### src/bist_engine.sv
`timescale 1ns/1ps

// Pattern source and response checker shared by both cores
module bist_engine #(
    parameter int W = 32,
    parameter logic [31:0] TAPS = 32'h80200003,
    parameter logic [31:0] SEED = 32'h00000001
) (
    input wire logic clk,
    input wire logic rst_n,
    input wire logic load,
    input wire logic step,
    input wire logic [W-1:0] resp_a,
    input wire logic [W-1:0] resp_b,
    output logic [W-1:0] pattern,
    output logic mismatch
);

    // Reseeding on every restart keeps the sequence deterministic
    always_ff @(posedge clk) begin
        if (!rst_n) begin
            pattern <= SEED[W-1:0];
        end else if (load) begin
            pattern <= SEED[W-1:0];
        end else if (step) begin
            pattern <= {pattern[W-2:0], ^(pattern & TAPS[W-1:0])};
        end
    end

    // Both cores see the same stimulus, so any difference is a fault
    assign mismatch = step && (resp_a != resp_b);

endmodule

### config.mk
export PLATFORM = sky130hd
export DESIGN_NAME = bist_engine
export DESIGN_NICKNAME = d
export VERILOG_FILES = /design/src/bist_engine.sv
export SDC_FILE = /design/constraint.sdc
export NUM_CORES = 1
export LEC_CHECK = 0
export BUFFER_PORTS_ARGS = -buffer_cell sky130_fd_sc_hd__buf_2
export CAP_MARGIN = 10
export CORE_UTILIZATION = 38
export CTS_BUF_LIST = sky130_fd_sc_hd__clkbuf_8
export CTS_CLUSTER_DIAMETER = 200
export DETAILED_ROUTE_END_ITERATION = 10
export HOLD_SLACK_MARGIN = 0.03
export PLACE_DENSITY = 0.76
export SYNTH_ARGS = -nofsm -noshare
export SYNTH_HDL_FRONTEND = slang
export SYNTH_SLANG_ARGS = --single-unit
export TNS_END_PERCENT = 100
### constraint.sdc
create_clock -name clk -period 1.9 [get_ports clk]
set_input_delay 0.285 -clock clk [delete_from_list [all_inputs] [get_ports clk]]
set_output_delay 0.285 -clock clk [all_outputs]
set_load 0.02 [all_outputs]
Yosys cells after proc, flatten, opt, wreduce, memory -nomap -nowiden
Cells that the tools add are included.
- flip-flop bits (word level): 32
- input bits: 68
- equality and inequality tests: 1
- bitwise gates (word level): 1
- reduce and logical (&&, ||, !) cells: 3
- operators by type and width (operator ; number):
    32-bit != test ; 1
    32-bit parity ; 1
    2-bit OR reduction ; 1
    1-bit logical AND ; 1
    1-bit NOT ; 1

Logic depth before layout (Yosys ltp)
- depth after elaboration: 2
- mapped depth: 4

Worst setup path before layout
Ideal clock, no wire load.
- path type: input port to output port
- start: in step
- end: out mismatch
- arrival time: 1.138 ns
- data required time: 1.615 ns
- slack: 0.477 ns
- cell stages on the path: 3
- path through: buf_4 > buf_4 > a21boi_0
- word-level cells in the longest chain between the ends: 1
- ends and longest elaborated chain (element ; line ; text):
    start, declared ; 12 ; input wire logic step,
    1-bit logical AND ; 31 ; assign mismatch = step && (resp_a != resp_b);
    end, declared ; 16 ; output logic mismatch
Every way passes these cells.

Worst setup path in the final report
- start: in resp_b[16]
- end: out mismatch
- word-level cells in the longest chain between the ends: 2
- ends and longest elaborated chain (element ; line ; text):
    start, declared ; 14 ; input wire logic [W-1:0] resp_b,
    32-bit != test ; 31 ;
    1-bit logical AND ; 31 ;
Every way passes these cells.

==> qor.yml <==
placement:
  globalplace.congestion: 0.636
  numPortBuffers: 100
  dpl-instance-area_um2: 2060
  hpwlAfterDp_um: 2650
floorplanning:
  die_x_um: 64.9
  fp.dieArea_um2: 4220
  core_area_um2: 3720
  die-height_um: 64.9
  start_util: 0.405
  num_io_pins: 101
  floorplan.rows: 22
finish:
  fin_nets: 321
  postLayoutCellArea_um2: 2190
  layout_common_cells: "buf_2, xnor2_1, dfxtp_1, mux2i_1, nor2_1"
  syn2layout_area_growth_pct: 45.2
  reg.largest.list: "pattern (32)"
  flip_flop_count_of_the_largest_register_all_copies_and_words_added: 32
  postLayoutCoreUtil: 0.588
  layout-drive-gt1-share: 0.441
  max_flop_register: "pattern"
  layout.cells.most_common: "buf_2"
  n_antenna_cell: 0
clock_tree:
  clkLatencyLatePin_ns: 0.28
  clkTransAtPathRegs_ns: 0.07
  cts_buffers: 5
  cts_tree: "built"
  clockRootBuffer: "clkbuf_8"
  clock_sink_count: 32
  postCtsHoldBufs: 0
  total_setup_buffers_inserted_after_cts: 0
  post_cts.resized_instances: 0
  h-tree-depth: 2
  clockBufferDepth: 2
synthesis:
  synth.net_count: 218
  synthesis.area_um2: 1510
  syn_area_per_cell_um2: 10.0
  yosys_warnings: 0
  syn_inst: 150
  yosysUniqueCellTypes: 13
  ys_seq_elements: 32
  ys_seq_area_frac: 0.426
power:
  ir_drop_uv: 415
  p_per_area_nw_per_um2: 722
  power_leakage_nw: 1.07
global_routing:
  groute.usage.overall: 0.165
  grt_pass1_wl_um: 5320
  grt_antenna_before_repair: 0
  overflow: 0
  first_global_vias: 1254
  grt_max_degree: 26
sta:
  tightestPinTransition_ns: 0.312
  report.final.setup_viol: 0
  slew_headroom: 0.792
  clock_skew_ns: 0.00708
  fmaxAchievable_mhz: 631
  period_share: 0.835
  report.final.hold_viol_count: 0
  timing.final.crit_period_ns: 1.59
  grt_setup_unrepaired: "no"
  timing.final.max_slew_violations: 0
  final.setup.tns_ns: 0
setup_path:
  path_max_fanout: 1
  rr_worst_depth: 4
  cp-end-kind: "output pin"
  cp_data_required_time_ns: 1.62
  worst-setup-path-type: "input pin to output pin"
  critPathArrivalTime_ns: 1.30
  timing.critical_path.from_type: "input pin"
drt:
  vias: 1384
  route.detailed.drc: 0
  dr.pass1.iters: 4
  initialDrtViolationCount: 19
  drtAntennaViolNets: 0
  avgRoutedWirePerCell_um: 11.0
  via_per_inst: 4.58
  postRouteWirelength_um: 3320
min_path:
  timing.hold.worst_path_depth: 3
  min-delay-path-class: "input pin to flip-flop"
status:
  outcome: "complete, no violations"
job:
  timing.max_cap.violations: 0
-- layout make-up --
| class | count | area (µm²) |
|---|---|---|
| Fill cell | 354 | 1530 |
| Multi-Input combinational cell | 111 | 823 |
| Sequential cell | 32 | 641 |
| Timing Repair Buffer | 103 | 536 |
| Clock buffer | 7 | 96.3 |
| Tap cell | 48 | 60.1 |
| Clock inverter | 1 | 30.0 |
-- per-layer routing --
layer | global-route usage | routed length [µm]
met1 | 0.191 | 1420
met2 | 0.268 | 1560
met3 | 0.0669 | 330
met4 | 0.0639 | 8
met5 | 0 | 0
-- final timing paths --
kind / slack, ns / startpoint / endpoint
worst max-delay path: 0.31 / resp_b[16] / mismatch
worst min-delay path: 0.44 / rst_n / pattern[31]
worst max register to register: 0.83 / pattern[21] / pattern[0]
worst min register to register: 0.52 / pattern[23] / pattern[24]
-- worst max-delay path, cell delays in order --
cell	delay, ns
buf_2	0.10
xnor2_1	0.15
nand4_1	0.10
nor4_1	0.31
a21boi_0	0.16
buf_2	0.19
-- power by group --
group | switching [mW] | leakage, nW | internal, mW | total [mW]
sequential | 0.00177 | 0.258 | 0.673 | 0.674
combinational | 0.0857 | 0.745 | 0.120 | 0.206
clock | 0.235 | 0.0645 | 0.462 | 0.697
-- Yosys cell counts (all sizes together) --
cell type / instances / share of area
nor2: 31 / 0.077
buf: 4 / 0.020
o21bai: 1 / 0.0075
a21oi: 1 / 0.0033
and3: 1 / 0.0042
a21boi: 1 / 0.0050
clkbuf: 3 / 0.0075
xnor2: 34 / 0.20
dfxtp: 32 / 0.43
nand2b: 1 / 0.0042
nand4: 8 / 0.033
nor4: 2 / 0.0083
mux2i: 31 / 0.21
-- metrics by stage --
step | hold slack, ns | instances | worst slack [ns] | power [mW]
after floorplan | 0.493 | 150 | 0.477 | 0.802
after global placement | 0.495 | 294 | 0.264 | 0.894
after detailed placement | 0.510 | 294 | 0.226 | 0.897
after CTS | 0.428 | 302 | 0.226 | 1.60
after global routing | 0.468 | 302 | 0.182 | 1.65
final | 0.437 | 302 | 0.314 | 1.58
-- logic make-up (layout without fill, tap and decap cells) --
kind of cell / Yosys count / after routing / synth area share
xor+xnor: 34 / 34 / 0.198
simple gates: 43 / 43 / 0.127
mux: 31 / 31 / 0.206
buf+inv: 7 / 111 / 0.0274
compound gates: 3 / 3 / 0.0158
flops: 32 / 32 / 0.426
Note: power is estimated with default switching activity, not from simulation.
